[config.mk]
export PLATFORM = sky130hd
export DESIGN_NAME = memory_map_decoder
export DESIGN_NICKNAME = d
export VERILOG_FILES = /design/src/mm_pkg.sv /design/src/map_cfg_if.sv /design/src/memory_map_decoder.sv /design/src/mode_strap.sv /design/src/map_regs.sv
export SDC_FILE = /design/constraint.sdc
export NUM_CORES = 1
export LEC_CHECK = 0
export BUFFER_PORTS_ARGS = -buffer_cell sky130_fd_sc_hd__buf_2
export CAP_MARGIN = 15
export CORE_MARGIN = 3
export CORE_UTILIZATION = 50
export DETAILED_ROUTE_END_ITERATION = 12
export PLACE_DENSITY_LB_ADDON = 0.08
export REMOVE_ABC_BUFFERS = 1
export SETUP_SLACK_MARGIN = 0.3
export SYNTH_ARGS = -nofsm -noshare
export SYNTH_HDL_FRONTEND = slang
export SYNTH_SLANG_ARGS = --single-unit
export TNS_END_PERCENT = 20
[constraint.sdc]
create_clock -name i_ref_clk -period 3.23 [get_ports i_ref_clk]
set_clock_uncertainty 0.15 [all_clocks]
set_input_delay 0.1615 -clock i_ref_clk [delete_from_list [all_inputs] [get_ports i_ref_clk]]
set_output_delay 0.1615 -clock i_ref_clk [all_outputs]
set_load 0.02 [all_outputs]
[src/mm_pkg.sv]
// Constants, types and field layouts shared by the memory map decoder files
package mm_pkg;

	// Operating mode, as coded by {mode_select_high, mode_select_low}
	typedef enum logic [1:0] {
		MODE_BOOT   = 2'b00,
		MODE_TEST   = 2'b01,
		MODE_SINGLE = 2'b10,
		MODE_EXP    = 2'b11
	} op_mode_t;

	// Strap register value before the first capture
	localparam op_mode_t MODE_RST = MODE_SINGLE;

	// Page nibbles after reset
	localparam logic [3:0] RAM_PAGE_RST = 4'h0;
	localparam logic [3:0] REG_PAGE_RST = 4'h0;
	localparam logic [3:0] EE_PAGE_RST  = 4'h0;

	// Register block: offsets 000..07F of its page
	localparam logic [11:0] REG_BLK_END = 12'h080;
	localparam logic [11:0] MAP_REG_OFS = 12'h03D;
	localparam logic [11:0] EE_POS_OFS  = 12'h037;

	// Field positions inside the mapping and EEPROM position registers
	localparam int RAM_NIB_LSB = 4;
	localparam int REG_NIB_LSB = 0;
	localparam int EE_NIB_LSB  = 4;

	// RAM placement within its page
	localparam logic [11:0] RAM_PLAIN_END = 12'h400;
	localparam logic [11:0] RAM_SEC2_BASE = 12'h080;
	localparam logic [11:0] RAM_SEC1_BASE = 12'h400;
	localparam logic [11:0] RAM_SEC1_END  = 12'h480;

	// EEPROM window xD80..xFFF
	localparam logic [11:0] EE_BASE = 12'hD80;

	// Bootloader ROM: claims the whole 512-byte block BE00..BFFF
	localparam logic [6:0] BOOT_BLK   = 7'h5F;
	// Vector area FFC0..FFFF served from the top of the boot block
	localparam logic [9:0] BOOT_VEC   = 10'h3FF;
	localparam logic [2:0] BOOT_VEC_HI = 3'h7;

	// Region indices, highest priority first
	localparam int RG_REG  = 0;
	localparam int RG_RAM  = 1;
	localparam int RG_EE   = 2;
	localparam int RG_BOOT = 3;
	localparam int RG_ROM  = 4;
	localparam int RG_EXT  = 5;
	localparam int NUM_RG  = 6;

endpackage

[src/map_cfg_if.sv]
// Mapping configuration carried between strap capture, map registers and decoder
`timescale 1ns/10ps
interface map_cfg_if;
	mm_pkg::op_mode_t mode;
	logic             mode_valid;
	logic [3:0]       ram_page;
	logic [3:0]       reg_page;
	logic [3:0]       ee_page;

	modport strap (output mode, output mode_valid);
	modport regs  (input mode_valid, output ram_page, output reg_page, output ee_page);
	modport dec   (input mode, input mode_valid, input ram_page, input reg_page,
		input ee_page);
endinterface

[src/memory_map_decoder.sv]
// Memory map decoder: places registers, RAM, EEPROM, ROM and boot ROM
`timescale 1ns/10ps
module memory_map_decoder (
	// Clock and reset
	input  wire logic        i_ref_clk,
	input  wire logic        i_rst_n,
	// Mode pins, captured once after reset
	input  wire logic        i_mode_select_low,
	input  wire logic        i_mode_select_high,
	// Nonvolatile configuration bits
	input  wire logic        i_rom_present_bit,
	input  wire logic        i_rom_position_bit,
	input  wire logic        i_eeprom_enable,
	// CPU bus access
	input  wire logic        i_valid,
	input  wire logic        i_write,
	input  wire logic [15:0] i_addr,
	input  wire logic [7:0]  i_wdata,
	// Region selects, one cycle after the access
	output logic             o_sel_reg,
	output logic             o_sel_ram,
	output logic             o_sel_eeprom,
	output logic             o_sel_boot,
	output logic             o_sel_rom,
	output logic             o_sel_ext,
	output logic [14:0]      o_offset,
	// Read-back of the mapping registers
	output logic             o_rd_valid,
	output logic [7:0]       o_rd_data,
	// Current map state
	output logic             o_mode_valid,
	output logic [1:0]       o_mode,
	output logic [3:0]       o_ram_page,
	output logic [3:0]       o_register_page,
	output logic [3:0]       o_eeprom_page,
	output logic             o_rom_present,
	output logic             o_rom_position
);

	////////////////////////////////////////////////////////////////////////////////
	// Types and state

	typedef struct packed {
		logic [mm_pkg::NUM_RG-1:0] sel;
		logic [14:0]               offset;
		logic                      rd_valid;
		logic [7:0]                rd_data;
		logic                      mode_valid;
		logic [1:0]                mode;
		logic [3:0]                ram_page;
		logic [3:0]                reg_page;
		logic [3:0]                ee_page;
		logic                      rom_present;
		logic                      rom_position;
	} dec_t;

	dec_t state_reg;
	dec_t state_next;

	map_cfg_if cfg ();

	////////////////////////////////////////////////////////////////////////////////
	// Functions

	// Address lies in the given 4k page
	function automatic logic page_hit(input logic [15:0] addr, input logic [3:0] page);
		page_hit = (addr[15:12] == page);
	endfunction

	// Page offset within [lo, hi)
	function automatic logic ofs_in(input logic [15:0] addr, input logic [11:0] lo,
		input logic [11:0] hi);
		ofs_in = (addr[11:0] >= lo) && (addr[11:0] < hi);
	endfunction

	// Register block hit at one register offset
	function automatic logic reg_at(input logic [15:0] addr, input logic [3:0] page,
		input logic [11:0] ofs);
		reg_at = page_hit(addr, page) && (addr[11:0] == ofs);
	endfunction

	////////////////////////////////////////////////////////////////////////////////
	// Mode strap and map registers

	mode_strap u_strap (
		.i_ref_clk          (i_ref_clk),
		.i_rst_n            (i_rst_n),
		.i_mode_select_low  (i_mode_select_low),
		.i_mode_select_high (i_mode_select_high),
		.cfg                (cfg.strap)
	);

	logic wr_hit_map;
	logic wr_hit_ee;

	// Map register writes go through the current register page
	assign wr_hit_map = i_valid && i_write
		&& reg_at(i_addr, cfg.reg_page, mm_pkg::MAP_REG_OFS);
	assign wr_hit_ee = i_valid && i_write
		&& reg_at(i_addr, cfg.reg_page, mm_pkg::EE_POS_OFS);

	map_regs u_regs (
		.i_ref_clk    (i_ref_clk),
		.i_rst_n      (i_rst_n),
		.i_wr_hit_map (wr_hit_map),
		.i_wr_hit_ee  (wr_hit_ee),
		.i_wdata      (i_wdata),
		.cfg          (cfg.regs)
	);

	////////////////////////////////////////////////////////////////////////////////
	// Effective configuration per mode

	logic rom_present_eff;
	logic rom_position_eff;
	logic boot_on;
	logic ext_on;
	logic same_page;

	always_comb begin
		rom_present_eff  = i_rom_present_bit;
		rom_position_eff = i_rom_position_bit;
		boot_on          = 1'b0;
		ext_on           = 1'b0;
		case (cfg.mode)
			mm_pkg::MODE_SINGLE: begin
				rom_position_eff = 1'b1;
			end
			mm_pkg::MODE_EXP: begin
				ext_on = 1'b1;
			end
			mm_pkg::MODE_BOOT: begin
				rom_position_eff = 1'b1;
				boot_on          = 1'b1;
			end
			mm_pkg::MODE_TEST: begin
				rom_present_eff = 1'b0;
				ext_on          = 1'b1;
			end
			default: begin
				ext_on = 1'b0;
			end
		endcase
	end

	// RAM and registers sharing a page shifts RAM up past the register block
	assign same_page = (cfg.ram_page == cfg.reg_page);

	////////////////////////////////////////////////////////////////////////////////
	// Raw region hits

	logic [mm_pkg::NUM_RG-1:0] hit;
	logic                      ram_sec1;
	logic                      boot_vec;

	// Placement uses the effective bits; single chip and bootstrap force the ROM high
	always_comb begin
		hit      = '0;
		ram_sec1 = same_page && ofs_in(i_addr, mm_pkg::RAM_SEC1_BASE, mm_pkg::RAM_SEC1_END);
		boot_vec = boot_on && (i_addr[15:6] == mm_pkg::BOOT_VEC);
		hit[mm_pkg::RG_REG] = page_hit(i_addr, cfg.reg_page)
			&& ofs_in(i_addr, 12'h000, mm_pkg::REG_BLK_END);
		if (same_page) begin
			hit[mm_pkg::RG_RAM] = page_hit(i_addr, cfg.ram_page) && (ram_sec1
				|| ofs_in(i_addr, mm_pkg::RAM_SEC2_BASE, mm_pkg::RAM_PLAIN_END));
		end else begin
			hit[mm_pkg::RG_RAM] = page_hit(i_addr, cfg.ram_page)
				&& ofs_in(i_addr, 12'h000, mm_pkg::RAM_PLAIN_END);
		end
		hit[mm_pkg::RG_EE] = i_eeprom_enable && page_hit(i_addr, cfg.ee_page)
			&& (i_addr[11:0] >= mm_pkg::EE_BASE);
		hit[mm_pkg::RG_BOOT] = boot_vec
			|| (boot_on && (i_addr[15:9] == mm_pkg::BOOT_BLK));
		hit[mm_pkg::RG_ROM] = rom_present_eff
			&& (i_addr[15] == rom_position_eff);
		hit[mm_pkg::RG_EXT] = ext_on;
	end

	////////////////////////////////////////////////////////////////////////////////
	// Priority: each region wins only if no higher one claimed the address

	logic [mm_pkg::NUM_RG:0]   taken;
	logic [mm_pkg::NUM_RG-1:0] win;

	assign taken[0] = 1'b0;

	// External bus gets only what every on-chip region left
	genvar g;
	generate
		for (g = 0; g < mm_pkg::NUM_RG; g++) begin : g_prio
			assign win[g]       = hit[g] && !taken[g];
			assign taken[g + 1] = taken[g] || hit[g];
		end
	endgenerate

	////////////////////////////////////////////////////////////////////////////////
	// Offset inside the winning region

	logic [14:0] ofs;

	always_comb begin
		ofs = '0;
		if (win[mm_pkg::RG_REG]) begin
			ofs = {8'h00, i_addr[6:0]};
		end else if (win[mm_pkg::RG_RAM]) begin
			if (ram_sec1) begin
				ofs = {8'h00, i_addr[6:0]};
			end else begin
				ofs = {5'h00, i_addr[9:0]};
			end
		end else if (win[mm_pkg::RG_EE]) begin
			ofs = {3'h0, i_addr[11:0] - mm_pkg::EE_BASE};
		end else if (win[mm_pkg::RG_BOOT]) begin
			// Vector fetches land on the top of the boot block
			if (boot_vec) begin
				ofs = {6'h00, mm_pkg::BOOT_VEC_HI, i_addr[5:0]};
			end else begin
				ofs = {6'h00, i_addr[8:0]};
			end
		end else if (win[mm_pkg::RG_ROM]) begin
			ofs = i_addr[14:0];
		end else if (win[mm_pkg::RG_EXT]) begin
			ofs = i_addr[14:0];
		end
	end

	////////////////////////////////////////////////////////////////////////////////
	// Next state

	logic rd_map;
	logic rd_ee;

	assign rd_map = reg_at(i_addr, cfg.reg_page, mm_pkg::MAP_REG_OFS);
	assign rd_ee  = reg_at(i_addr, cfg.reg_page, mm_pkg::EE_POS_OFS);

	always_comb begin
		state_next              = state_reg;
		state_next.sel          = '0;
		state_next.offset       = '0;
		state_next.rd_valid     = 1'b0;
		state_next.rd_data      = '0;
		state_next.mode_valid   = cfg.mode_valid;
		state_next.mode         = cfg.mode;
		state_next.ram_page     = cfg.ram_page;
		state_next.reg_page     = cfg.reg_page;
		state_next.ee_page      = cfg.ee_page;
		state_next.rom_present  = rom_present_eff;
		state_next.rom_position = rom_position_eff;
		// Accesses before the mode is known select nothing
		if (i_valid && cfg.mode_valid) begin
			state_next.sel    = win;
			state_next.offset = ofs;
			if (!i_write && (rd_map || rd_ee)) begin
				state_next.rd_valid = 1'b1;
				if (rd_map) begin
					state_next.rd_data = {cfg.ram_page, cfg.reg_page};
				end else begin
					// Low bits of that register belong to other blocks
					state_next.rd_data = {cfg.ee_page, 4'h0};
				end
			end
		end
	end

	always_ff @(posedge i_ref_clk or negedge i_rst_n) begin
		if (!i_rst_n) begin
			state_reg <= '0;
		end else begin
			state_reg <= state_next;
		end
	end

	////////////////////////////////////////////////////////////////////////////////
	// Outputs

	assign o_sel_reg       = state_reg.sel[mm_pkg::RG_REG];
	assign o_sel_ram       = state_reg.sel[mm_pkg::RG_RAM];
	assign o_sel_eeprom    = state_reg.sel[mm_pkg::RG_EE];
	assign o_sel_boot      = state_reg.sel[mm_pkg::RG_BOOT];
	assign o_sel_rom       = state_reg.sel[mm_pkg::RG_ROM];
	assign o_sel_ext       = state_reg.sel[mm_pkg::RG_EXT];
	assign o_offset        = state_reg.offset;
	assign o_rd_valid      = state_reg.rd_valid;
	assign o_rd_data       = state_reg.rd_data;
	assign o_mode_valid    = state_reg.mode_valid;
	assign o_mode          = state_reg.mode;
	assign o_ram_page      = state_reg.ram_page;
	assign o_register_page = state_reg.reg_page;
	assign o_eeprom_page   = state_reg.ee_page;
	assign o_rom_present   = state_reg.rom_present;
	assign o_rom_position  = state_reg.rom_position;

endmodule

[src/mode_strap.sv]
// Captures the two mode-select pins once, on the first edge after reset release
`timescale 1ns/10ps
module mode_strap (
	// Clock and reset
	input  wire logic i_ref_clk,
	input  wire logic i_rst_n,
	// Mode pins
	input  wire logic i_mode_select_low,
	input  wire logic i_mode_select_high,
	// Captured mode
	map_cfg_if.strap  cfg
);
	typedef struct packed {
		mm_pkg::op_mode_t mode;
		logic             valid;
	} strap_t;

	strap_t state_reg;
	strap_t state_next;

	// Pins are sampled once; later pin changes must not move the map
	always_comb begin
		state_next = state_reg;
		if (!state_reg.valid) begin
			state_next.mode  = mm_pkg::op_mode_t'({i_mode_select_high, i_mode_select_low});
			state_next.valid = 1'b1;
		end
	end

	always_ff @(posedge i_ref_clk or negedge i_rst_n) begin
		if (!i_rst_n) begin
			state_reg <= '{mode: mm_pkg::MODE_RST, valid: 1'b0};
		end else begin
			state_reg <= state_next;
		end
	end

	assign cfg.mode       = state_reg.mode;
	assign cfg.mode_valid = state_reg.valid;
endmodule

[src/map_regs.sv]
// Mapping register and EEPROM position register, written by the CPU
`timescale 1ns/10ps
module map_regs (
	// Clock and reset
	input  wire logic        i_ref_clk,
	input  wire logic        i_rst_n,
	// CPU write
	input  wire logic        i_wr_hit_map,
	input  wire logic        i_wr_hit_ee,
	input  wire logic [7:0]  i_wdata,
	// Page nibbles
	map_cfg_if.regs          cfg
);
	typedef struct packed {
		logic [3:0] ram_page;
		logic [3:0] reg_page;
		logic [3:0] ee_page;
	} pages_t;

	pages_t state_reg;
	pages_t state_next;

	always_comb begin
		state_next = state_reg;
		if (cfg.mode_valid && i_wr_hit_map) begin
			state_next.ram_page = i_wdata[mm_pkg::RAM_NIB_LSB +: 4];
			state_next.reg_page = i_wdata[mm_pkg::REG_NIB_LSB +: 4];
		end
		if (cfg.mode_valid && i_wr_hit_ee) begin
			state_next.ee_page = i_wdata[mm_pkg::EE_NIB_LSB +: 4];
		end
	end

	always_ff @(posedge i_ref_clk or negedge i_rst_n) begin
		if (!i_rst_n) begin
			state_reg <= '{ram_page: mm_pkg::RAM_PAGE_RST,
				reg_page: mm_pkg::REG_PAGE_RST,
				ee_page: mm_pkg::EE_PAGE_RST};
		end else begin
			state_reg <= state_next;
		end
	end

	assign cfg.ram_page = state_reg.ram_page;
	assign cfg.reg_page = state_reg.reg_page;
	assign cfg.ee_page  = state_reg.ee_page;
endmodule

==> impl_results.rst, run 1 <==
.. list-table::
   :header-rows: 1

   * - Metric
     - Value
   * - Result of the run
     - completed
   * - Final WL
     - 5860 µm
   * - Total instance count after detailed placement
     - 354
   * - CP Max Fanout
     - 8
   * - Synth top area share
     - 0.589
   * - Max FFs per register
     - 15
   * - Endpoints failing hold
     - 0
   * - Worst setup EP type
     - flip-flop
   * - Area of all placed cells without fillers
     - 0.00355 mm²
   * - Non-Filler Instances
     - 395
   * - Post-Place Cell Area
     - 0.00306 mm²
   * - Worst slack, placed
     - 613 ps
   * - Worst Setup Start Kind
     - input pin
   * - Worst slack on hold paths
     - 19.8 ps
   * - Number of input and output port buffers inserted
     - 79
   * - Cell types with the highest counts after synthesis
     - dfrtp_1, mux2_2, nand2_1, nor2_1, xnor2_1
   * - Portion of the clock cycle consumed by the worst path in the final layout
     - 0.860
   * - Leading cell type by number of instances after synthesis
     - dfrtp_1
   * - End of the worst register-to-register path
     - u_regs.cfg.reg_page[0]$_DFFE_PN0P_
   * - Remaining Overflow, GRT
     - 0
   * - Number of enable-type register cells in the synthesized netlist
     - 0
   * - Seq/Total Area, Yosys
     - 0.600
   * - Number of synthesis warnings
     - 0
   * - Transition time at the pin with the least slew margin
     - 542 ps
   * - Worst slew slack as a fraction of its limit
     - 0.636
   * - First-pass iteration count of the detailed router
     - 4
   * - IO Count
     - 80
   * - Min-Delay Path Class
     - input pin to flip-flop
   * - Fraction of layout cells with a size suffix above 1
     - 0.363
   * - R2R cell count
     - 6
   * - Flip-flop and latch count after synthesis
     - 62
   * - Power per unit of standard cell area
     - 483 mW/mm²
   * - Library cell used as clock root buffer
     - clkbuf_8
   * - Average routed wire per standard cell
     - 14.8 µm
   * - Startpoint of the worst-slack reg-to-reg timing path
     - u_regs.cfg.reg_page[0]$_DFFE_PN0P_
   * - FF-to-FF setup slack
     - 570 ps
   * - Vias in the first global route
     - 2000
   * - Maximum operating frequency
     - 360 MHz
   * - Source-to-sink clock delay at the later pin of the worst-skew pair
     - 330 ps
   * - Tot GR Track Use
     - 0.208
   * - Inserted Clock Buffers
     - 9
   * - Clock Sinks
     - 62
   * - Antenna Cells
     - 0
   * - Number of placement rows
     - 25
   * - RSZ-0062 raised after global routing
     - false
   * - Final design utilization
     - 0.733
   * - DRC marker count from the first detailed-route iteration
     - 161
   * - Initial Utilization
     - 0.534
   * - Number of different library cells in the post-synthesis netlist
     - 41
   * - Routed vias/inst
     - 4.97
   * - CP required
     - 3300 ps
   * - Top sig layer
     - met4
   * - Die width
     - 78.0 µm
   * - Mean instance size in the synthesized netlist
     - 12.3 µm²
   * - Number of max-capacitance violations reported
     - 0
   * - Final Total Pwr
     - 1.72 mW
   * - Total setup violations reported at the end of the flow
     - 0
   * - Number of setup buffers added after CTS
     - 0
   * - Antenna violations before repair
     - 0
   * - Post-route met1 wirelength
     - 2620 µm
   * - Number of H-tree branching levels
     - 3
   * - Pin count of the biggest net entering global routing
     - 53
   * - Clock tree from TritonCTS
     - built
   * - Post-layout nets
     - 360
   * - Max-slew violation count
     - 0
   * - Clock transition at the register clock pins on the worst setup and hold paths after CTS
     - 60 ps
   * - Height of the die
     - 78.0 µm
   * - Number of resized instances in the post-cts repair step
     - 0
   * - Area overhead of the layout relative to synthesis
     - 37.1%
   * - Buffer levels on the longest clock path
     - 2
   * - Routed wire length on met2
     - 2810 µm
   * - Crit path from
     - i_addr[7]
   * - Area contributors post-synth
     - dfrtp_1, mux2_2, xnor2_1
   * - Number of hold buffers added after cts
     - 25
   * - Setup TNS
     - 0 ps
   * - Post-synthesis async set-or-reset flop share
     - 1.00
   * - Min Tclk post-route
     - 2780 ps
   * - Max VDD drop
     - 0.466 mV
   * - HPWL reported at the end of detailed placement
     - 4050 µm
   * - Die footprint
     - 0.00608 mm²
   * - Capture point of the worst path
     - u_regs.cfg.reg_page[0]$_DFFE_PN0P_
   * - Wire length of the first global-routing pass
     - 9630 µm
   * - Most area-hungry cell type in the Yosys netlist
     - dfrtp_1
   * - Smallest setup slack after layout
     - 453 ps
   * - # DRC
     - 0
   * - Critical path class
     - input pin to flip-flop
   * - Vias after detailed routing
     - 1965
   * - Met3 WL post-DR
     - 385 µm
   * - Post-synthesis instance area
     - 0.00259 mm²
   * - Most used DFF post-synth
     - dfrtp_1
   * - Gate count of the mapped netlist
     - 211
   * - Remaining antenna violation count
     - 0
   * - Worst Path Arrival
     - 2850 ps
   * - Core ar.
     - 0.00485 mm²
   * - Weighted congestion at the end of routability-driven global placement
     - 0.886
   * - P_leak
     - 1.86 nW
how the worst min path moves through the flow:
stage,start,to,slack (ps),depth (start not counted)
after floorplan,i_rst_n,o_eeprom_page[0]$_DFF_PN0_,-280,0
after global placement,i_mode_select_low,u_strap.cfg.mode[0]$_DFFE_PN0N_,250,2
after detailed placement,i_mode_select_high,u_strap.cfg.mode[1]$_DFFE_PN1N_,250,2
after CTS,i_addr[1],o_offset[1]$_DFF_PN0_,3,2
after global routing,i_addr[1],o_offset[1]$_DFF_PN0_,0.3,2
final,i_addr[1],o_offset[1]$_DFF_PN0_,20,2
layer usage:
metal  global-route usage  up-vias
li1                     -      957
met1                0.274      922
met2                0.334       80
met3               0.0626        6
met4               0.0629        0
met5                    0        -
where the power goes:
group	internal [mW]	total, mW	switching [mW]
clock	0.472	0.747	0.274
sequential	0.794	0.801	0.00737
combinational	0.0742	0.168	0.0941
cell type report:
class	count	area (µm²)
inverters	7	26.3
fillers	353	1300
multi-input cells	136	978
clock inverters	3	67.6
flip-flops and latches	62	1550
well taps	67	83.8
repair buffers	108	688
clock buffers	12	155
placed cells by master, fill, tap and decap left out, types with 2 or more instances in the layout:
cell type / instances
bufinv_16: 2
mux2i_1: 4
a21oi_1: 4
and2_1: 6
buf_4: 3
dlygate4sd3_1: 25
clkbuf_8: 11
inv_1: 7
mux2_2: 14
and3_1: 9
nand3_1: 11
buf_2: 79
nand4_1: 8
xnor2_1: 12
o21ai_0: 3
nor4_1: 2
a31oi_1: 2
nand2_1: 13
ha_1: 3
nor2_1: 13
dfrtp_1: 61
or2_2: 2
xor2_1: 6
nor3_1: 5
nand4bb_1: 2
cells by family after synthesis:
family,Yosys count,share of synthesized area
AO/OA/AOI/OAI,16,0.0420
XOR/XNOR,18,0.0609
adder cells (fa/ha/maj),3,0.0145
buffers and inverters,13,0.0227
flip-flops,62,0.600
multiplexers,18,0.0763
other,1,0.00145
AND/OR/NAND/NOR,80,0.183
worst max-delay path, stage by stage:
cell and delay, ps:
dlygate4sd3_1 530, buf_2 180, nor3_4 180, nand4_1 90
or4_1 610, nor4_4 550, nand3_4 210, mux2_2 330
No activity file was read; power rests on OpenSTA's default activity.
==> run 2, diff against run 1 <==
--- a/config.mk
+++ b/config.mk
@@ -8,9 +8,11 @@
 export BUFFER_PORTS_ARGS = -buffer_cell sky130_fd_sc_hd__buf_2
 export CAP_MARGIN = 15
 export CORE_MARGIN = 3
-export CORE_UTILIZATION = 50
+export CORE_UTILIZATION = 53
+export CTS_BUF_LIST = sky130_fd_sc_hd__clkbuf_2
 export DETAILED_ROUTE_END_ITERATION = 12
 export PLACE_DENSITY_LB_ADDON = 0.08
+export RECOVER_POWER = 50
 export REMOVE_ABC_BUFFERS = 1
 export SETUP_SLACK_MARGIN = 0.3
 export SYNTH_ARGS = -nofsm -noshare
==> run 2 against run 1 <==
Against the previous run:
- the run now ends with capacitance limit, slew limit left
- first-iteration DRC count rose by 19%
- combinational power rose by 2%
- via count rose by 4.3%
- hold slack improved by 120 ps
- clock-buffer cell count did not move
- routed wire length rose by 3.4%
- sequential power barely moved
- maximum frequency rose by 3.4%
- non-clock buffer count rose by 6
- largest power group unchanged
==> impl_results.rst, run 2 (synthesized netlist as in run 1, its figures left out) <==
.. list-table::
   :header-rows: 1

   * - Metric
     - Value
   * - Number of setup buffers added after CTS
     - 0 (unchanged)
   * - IO Count
     - 80 (unchanged)
   * - Min-Delay Path Class
     - input pin to flip-flop (unchanged)
   * - P_leak
     - 1.82 nW (was 1.86 nW)
   * - Average routed wire per standard cell
     - 15.1 µm (was 14.8 µm)
   * - Portion of the clock cycle consumed by the worst path in the final layout
     - 0.832 (was 0.860)
   * - Library cell used as clock root buffer
     - clkbuf_2 (was clkbuf_8)
   * - Multi-input logic area
     - 985 µm² (was 978 µm²)
   * - Vias in the first global route
     - 2093 (was 2000)
   * - Core ar.
     - 0.00453 mm² (was 0.00485 mm²)
   * - Critical path, cell by cell
     - xor2_1, nor4_2, a21bo_2, nand3_1, nand3_1, a21oi_1, dlygate4sd3_1 (was dlygate4sd3_1, buf_2, nor3_4, nand4_1, or4_1, nor4_4, nand3_4, mux2_2)
   * - Power per unit of standard cell area
     - 428 mW/mm² (was 483 mW/mm²)
   * - Max FFs per register
     - 15 (unchanged)
   * - Buffer levels on the longest clock path
     - 2 (unchanged)
   * - Inserted Clock Buffers
     - 9 (unchanged)
   * - Final Total Pwr
     - 1.50 mW (was 1.72 mW)
   * - Critical path class
     - flip-flop to flip-flop (was input pin to flip-flop)
   * - Clock tree from TritonCTS
     - built (unchanged)
   * - Final WL
     - 6060 µm (was 5860 µm)
   * - Slowest library cell on the worst path
     - dlygate4sd3_1 (was or4_1)
   * - Non-Filler Instances
     - 400 (was 395)
   * - Smallest setup slack after layout
     - 543 ps (was 453 ps)
   * - DRC marker count from the first detailed-route iteration
     - 191 (was 161)
   * - Pin count of the biggest net entering global routing
     - 34 (was 53)
   * - Max-slew violation count
     - 31 (was 0)
   * - FF-to-FF setup slack
     - 540 ps (was 570 ps)
   * - Antenna Cells
     - 0 (unchanged)
   * - Remaining antenna violation count
     - 0 (unchanged)
   * - Number of max-capacitance violations reported
     - 1 (was 0)
   * - Vias after detailed routing
     - 2050 (was 1965)
   * - Most used cells in the layout excluding fill and tap cells
     - buf_2, dfrtp_1, dlygate4sd3_1, mux2_2 (unchanged)
   * - Leading cell type in the layout, fill and taps excluded
     - buf_2 (unchanged)
   * - Number of H-tree branching levels
     - 3 (unchanged)
   * - Post-layout nets
     - 366 (was 360)
   * - Worst slack, placed
     - 610 ps (was 613 ps)
   * - Transition time at the pin with the least slew margin
     - 1510 ps (was 542 ps)
   * - Die footprint
     - 0.00576 mm² (was 0.00608 mm²)
   * - Footprint of the flip-flops and latches
     - 0.00155 mm² (unchanged)
   * - Endpoints failing hold
     - 0 (unchanged)
   * - Initial Utilization
     - 0.571 (was 0.534)
   * - Remaining Overflow, GRT
     - 0 (unchanged)
   * - Source-to-sink clock delay at the later pin of the worst-skew pair
     - 470 ps (was 330 ps)
   * - Wire length of the first global-routing pass
     - 10500 µm (was 9630 µm)
   * - Total setup violations reported at the end of the flow
     - 0 (unchanged)
   * - Maximum operating frequency
     - 372 MHz (was 360 MHz)
   * - Area of all placed cells without fillers
     - 0.00350 mm² (was 0.00355 mm²)
   * - CP Max Fanout
     - 10 (was 8)
   * - Fraction of layout cells with a size suffix above 1
     - 0.325 (was 0.363)
   * - Antenna violations before repair
     - 0 (unchanged)
   * - Height of the die
     - 75.9 µm (was 78.0 µm)
   * - Number of input and output port buffers inserted
     - 79 (unchanged)
   * - Clock Sinks
     - 62 (unchanged)
   * - Highest cell delay on the worst timing path
     - 560 ps (was 610 ps)
   * - Routed vias/inst
     - 5.13 (was 4.97)
   * - HPWL reported at the end of detailed placement
     - 4140 µm (was 4050 µm)
   * - Most used cell along the critical path
     - nand3_1
   * - # DRC
     - 0 (unchanged)
   * - Setup TNS
     - 0 ps (unchanged)
   * - Tot GR Track Use
     - 0.233 (was 0.208)
   * - Final design utilization
     - 0.773 (was 0.733)
   * - Area overhead of the layout relative to synthesis
     - 35.3% (was 37.1%)
   * - Worst Setup Start Kind
     - flip-flop (was input pin)
   * - Die width
     - 75.9 µm (was 78.0 µm)
   * - CP required
     - 3460 ps (was 3300 ps)
   * - RSZ-0062 raised after global routing
     - false (unchanged)
   * - Weighted congestion at the end of routability-driven global placement
     - 0.928 (was 0.886)
   * - Min Tclk post-route
     - 2690 ps (was 2780 ps)
   * - Worst Path Arrival
     - 2920 ps (was 2850 ps)
   * - Worst slew slack as a fraction of its limit
     - -0.00835 (was 0.636)
   * - Worst slack on hold paths
     - 145 ps (was 19.8 ps)
   * - Number of placement rows
     - 24 (was 25)
   * - Post-Place Cell Area
     - 0.00305 mm² (was 0.00306 mm²)
   * - Violations in the final reports
     - capacitance limit, slew limit
   * - Clock transition at the register clock pins on the worst setup and hold paths after CTS
     - 170 ps (was 60 ps)
   * - Total of fill cells in the finished design
     - 306 (was 353)
   * - Total instance count after detailed placement
     - 351 (was 354)
   * - Worst setup EP type
     - flip-flop (unchanged)
   * - Max VDD drop
     - 0.315 mV (was 0.466 mV)
   * - Result of the run
     - finished with violations (was completed)
   * - First-pass iteration count of the detailed router
     - 4 (unchanged)
run 2: final cells by class:
type,count,share of cell area
tap,65,0.0232
clock inverter,4,0.0204
clock buffer,12,0.0171
multi-input combinational,136,0.281
timing repair buffer,114,0.207
inverter,7,0.00750
sequential,62,0.443
run 2: where the power goes:
| group | total [mW] | internal (mW) | switching (mW) |
|---|---|---|---|
| Sequential | 0.801 | 0.793 | 0.00793 |
| Clock | 0.525 | 0.264 | 0.261 |
| Combinational | 0.172 | 0.0750 | 0.0973 |
| Total | 1.50 | 1.13 | 0.366 |
run 2: routing by layer:
| layer | vias up | part of all wire | GRT usage |
|---|---|---|---|
| met1 | 981 | 0.43 | 0.316 |
| met4 | 0 | 0.017 | 0.0924 |
| met2 | 87 | 0.49 | 0.374 |
| met5 | - | 0 | 0 |
| li1 | 971 | - | - |
| met3 | 11 | 0.059 | 0.0438 |
run 2: final timing paths:
check / from / endpoint / depth (start not counted)
min in group asynchronous: i_rst_n / o_offset[9]$_DFF_PN0_ / 2
max in group asynchronous: i_rst_n / u_strap.cfg.mode_valid$_DFF_PN0_ / 3
hold reg to reg: u_strap.cfg.mode[1]$_DFFE_PN1N_ / o_mode[1]$_DFF_PN0_ / 0
setup / recovery: u_regs.cfg.ram_page[0]$_DFFE_PN0P_ / o_offset[11]$_DFF_PN0_ / 7
hold / removal: i_eeprom_enable / o_offset[9]$_DFF_PN0_ / 5
setup reg to reg: u_regs.cfg.ram_page[0]$_DFFE_PN0P_ / o_offset[11]$_DFF_PN0_ / 7
run 2: timing repair:
action                                  4_1_cts  5_1_grt
hold buffers                                 33        0
resized for setup                             0        1
endpoints found under the hold margin        72        0
endpoints found under the setup margin        0        2
run 2: critical path: cells and delay by family, from the launching register on:
family / cells / cell delay (ps)
xor+xnor: 1 / 200
buf+inv: 1 / 560
flops: 1 / 490
compound gates: 2 / 280
simple gates: 3 / 910
==> run 3, diff against run 2 <==
==> constraint.sdc (replaced) <==
create_clock -name i_ref_clk -period 2.7 [get_ports i_ref_clk]
set_clock_uncertainty 0.15 [all_clocks]
set_input_delay 0.135 -clock i_ref_clk [delete_from_list [all_inputs] [get_ports i_ref_clk]]
set_output_delay 0.135 -clock i_ref_clk [all_outputs]
set_load 0.02 [all_outputs]
==> run 3 against run 2 <==
Against the previous run:
- the flow now finishes without violations
- critical path depth decreased by 1
- die area unchanged
- cell area decreased by 0.25%
- clock-buffer cell count decreased by 2
- hold slack got worse by 83 ps
- combinational power increased by 20%
- routed wire length increased by 1.5%
- sequential cell count unchanged
- largest power group unchanged
==> impl_results.rst, run 3 (synthesized netlist as in run 1, its figures left out) <==
.. list-table::
   :header-rows: 1

   * - Metric
     - Value
   * - Core ar.
     - 0.00453 mm² (unchanged)
   * - Library cell used as clock root buffer
     - clkbuf_2 (unchanged)
   * - Buffer levels on the longest clock path
     - 2 (unchanged)
   * - Remaining antenna violation count
     - 0 (unchanged)
   * - Number of H-tree branching levels
     - 3 (unchanged)
   * - Fraction of layout cells with a size suffix above 1
     - 0.344 (was 0.325)
   * - # DRC
     - 0 (unchanged)
   * - Most used cells in the layout excluding fill and tap cells
     - buf_2, dfrtp_1, dlygate4sd3_1, mux2_2 (unchanged)
   * - Critical path class
     - flip-flop to flip-flop (unchanged)
   * - Vias in the first global route
     - 2068 (was 2093)
   * - Max VDD drop
     - 0.316 mV (was 0.315 mV)
   * - Min Tclk post-route
     - 2370 ps (was 2690 ps)
   * - DRC marker count from the first detailed-route iteration
     - 110 (was 191)
   * - Hold Startpoint
     - i_eeprom_enable (unchanged)
   * - Max FFs per register
     - 15 (unchanged)
   * - Source-to-sink clock delay at the later pin of the worst-skew pair
     - 480 ps (was 470 ps)
   * - Final WL
     - 6150 µm (was 6060 µm)
   * - Result of the run
     - completed (was finished with violations)
   * - Die width
     - 75.9 µm (unchanged)
   * - Number of input and output port buffers inserted
     - 79 (unchanged)
   * - Setup TNS
     - 0 ps (unchanged)
   * - RSZ-0062 raised after global routing
     - true (was false)
   * - R2R cell count
     - 6 (was 7)
   * - Worst Path Arrival
     - 2590 ps (was 2920 ps)
   * - Min-Delay Path Class
     - input pin to flip-flop (unchanged)
   * - P_leak
     - 1.82 nW (about the same)
   * - HPWL reported at the end of detailed placement
     - 4120 µm (was 4140 µm)
   * - Startpoint of the worst-slack reg-to-reg timing path
     - u_regs.cfg.reg_page[3]$_DFFE_PN0P_ (was u_regs.cfg.ram_page[0]$_DFFE_PN0P_)
   * - Endpoints failing hold
     - 0 (unchanged)
   * - First-pass iteration count of the detailed router
     - 4 (unchanged)
   * - Post-layout nets
     - 371 (was 366)
   * - Portion of the clock cycle consumed by the worst path in the final layout
     - 0.879 (was 0.832)
   * - Worst setup EP type
     - flip-flop (unchanged)
   * - Transition time at the pin with the least slew margin
     - 1490 ps (was 1510 ps)
   * - Height of the die
     - 75.9 µm (unchanged)
   * - Total setup violations reported at the end of the flow
     - 0 (unchanged)
   * - Max-slew violation count
     - 0 (was 31)
   * - CP Max Fanout
     - 8 (was 10)
   * - Die footprint
     - 0.00576 mm² (unchanged)
   * - Worst slew slack as a fraction of its limit
     - 0.00482 (was -0.00835)
   * - Clock Sinks
     - 62 (unchanged)
   * - Hold Path Cell Cnt
     - 6 (was 5)
   * - Area overhead of the layout relative to synthesis
     - 34.9% (was 35.3%)
   * - Remaining Overflow, GRT
     - 0 (unchanged)
   * - Number of placement rows
     - 24 (unchanged)
   * - Maximum operating frequency
     - 421 MHz (was 372 MHz)
   * - Power per unit of standard cell area
     - 458 mW/mm² (was 428 mW/mm²)
   * - Clock tree from TritonCTS
     - built (unchanged)
   * - Pin count of the biggest net entering global routing
     - 31 (was 34)
   * - Average routed wire per standard cell
     - 15.2 µm (was 15.1 µm)
   * - Wire length of the first global-routing pass
     - 10200 µm (was 10500 µm)
   * - Clock transition at the register clock pins on the worst setup and hold paths after CTS
     - 170 ps (about the same)
   * - Vias after detailed routing
     - 2038 (was 2050)
   * - Routed vias/inst
     - 5.03 (was 5.13)
   * - Number of max-capacitance violations reported
     - 0 (was 1)
   * - Antenna violations before repair
     - 0 (unchanged)
   * - Crit path from
     - u_regs.cfg.reg_page[3]$_DFFE_PN0P_ (was u_regs.cfg.ram_page[0]$_DFFE_PN0P_)
   * - IO Count
     - 80 (unchanged)
   * - Inserted Clock Buffers
     - 9 (unchanged)
   * - Tot GR Track Use
     - 0.227 (was 0.233)
   * - CP required
     - 2910 ps (was 3460 ps)
   * - Initial Utilization
     - 0.571 (unchanged)
   * - Antenna Cells
     - 0 (unchanged)
   * - Weighted congestion at the end of routability-driven global placement
     - 0.842 (was 0.928)
   * - Worst Setup Start Kind
     - flip-flop (unchanged)
   * - Final Total Pwr
     - 1.60 mW (was 1.50 mW)
   * - Leading cell type in the layout, fill and taps excluded
     - buf_2 (unchanged)
-- run 3: cell types whose count changed in the layout (fill, tap and decap cells not counted), moves of 2 or more --
cell and change:
clkinv_1 +2, buf_4 +5, buf_2 +3, bufinv_16 -2, clkbuf_1 -2, clkinv_2 +2, clkbuf_2 -2
-- run 3: final timing paths --
| check | slack [ps] | endpoint |
|---|---|---|
| max reg2reg | 330 | u_regs.cfg.ram_page[0]$_DFFE_PN0P_ |
| min reg2reg | 300 | o_mode[1]$_DFF_PN0_ |
| min in group asynchronous | 370 | o_rd_data[2]$_DFF_PN0_ |
| max in group asynchronous | 600 | o_offset[8]$_DFF_PN0_ |
| min | 60 | o_offset[11]$_DFF_PN0_ |
| max | 330 | u_regs.cfg.ram_page[0]$_DFFE_PN0P_ |
-- run 3: worst max-delay path, cell delays in order (launching register included) --
cell and delay (ps):
dfrtp_1 490, xnor2_1 220, nand4_1 130, or4_4 470
nor4_4 270, nand3_4 210, mux2_2 320
-- run 3: routing by layer --
metal	up-vias	global-route usage	routed length [µm]
met3	13	0.0379	311
met5	-	0	0
met2	72	0.370	2960
met4	0	0.103	133
li1	979	-	-
met1	974	0.300	2740
-- run 3: final cells by class --
type	instances	area (µm²)
clock inverter	6	28.8
clock buffer	10	50.0
inverter	7	26.3
sequential	62	1550
tap	65	81.3
multi-input combinational	136	993
fill	316	1040
timing repair buffer	119	762
-- run 3: stage by stage --
stage               instances  setup slack [ps]  hold WS [ps]  area (µm²)   util
global route              405               240          73.8        3490  0.771
finish                    405               328          61.4        3490  0.771
global placement          356               355          39.1        3090  0.681
floorplan                 205               325          -311        2560      -
detailed placement        356               291          35.4        3090  0.681
CTS                       405               299          15.1        3490  0.770
-- run 3: repair_timing --
action / in CTS / in global routing
pin swaps: 1 / 1
hold buffers: 32 / 0
buffers inserted: 1 / 0
endpoints found under the setup margin: 5 / 30
gates resized for setup: 0 / 3
hold endpoints to repair: 78 / 0
-- run 3: power by group --
part | internal [mW] | switching, mW
combinational | 0.0924 | 0.115
clock | 0.113 | 0.321
sequential | 0.949 | 0.00886
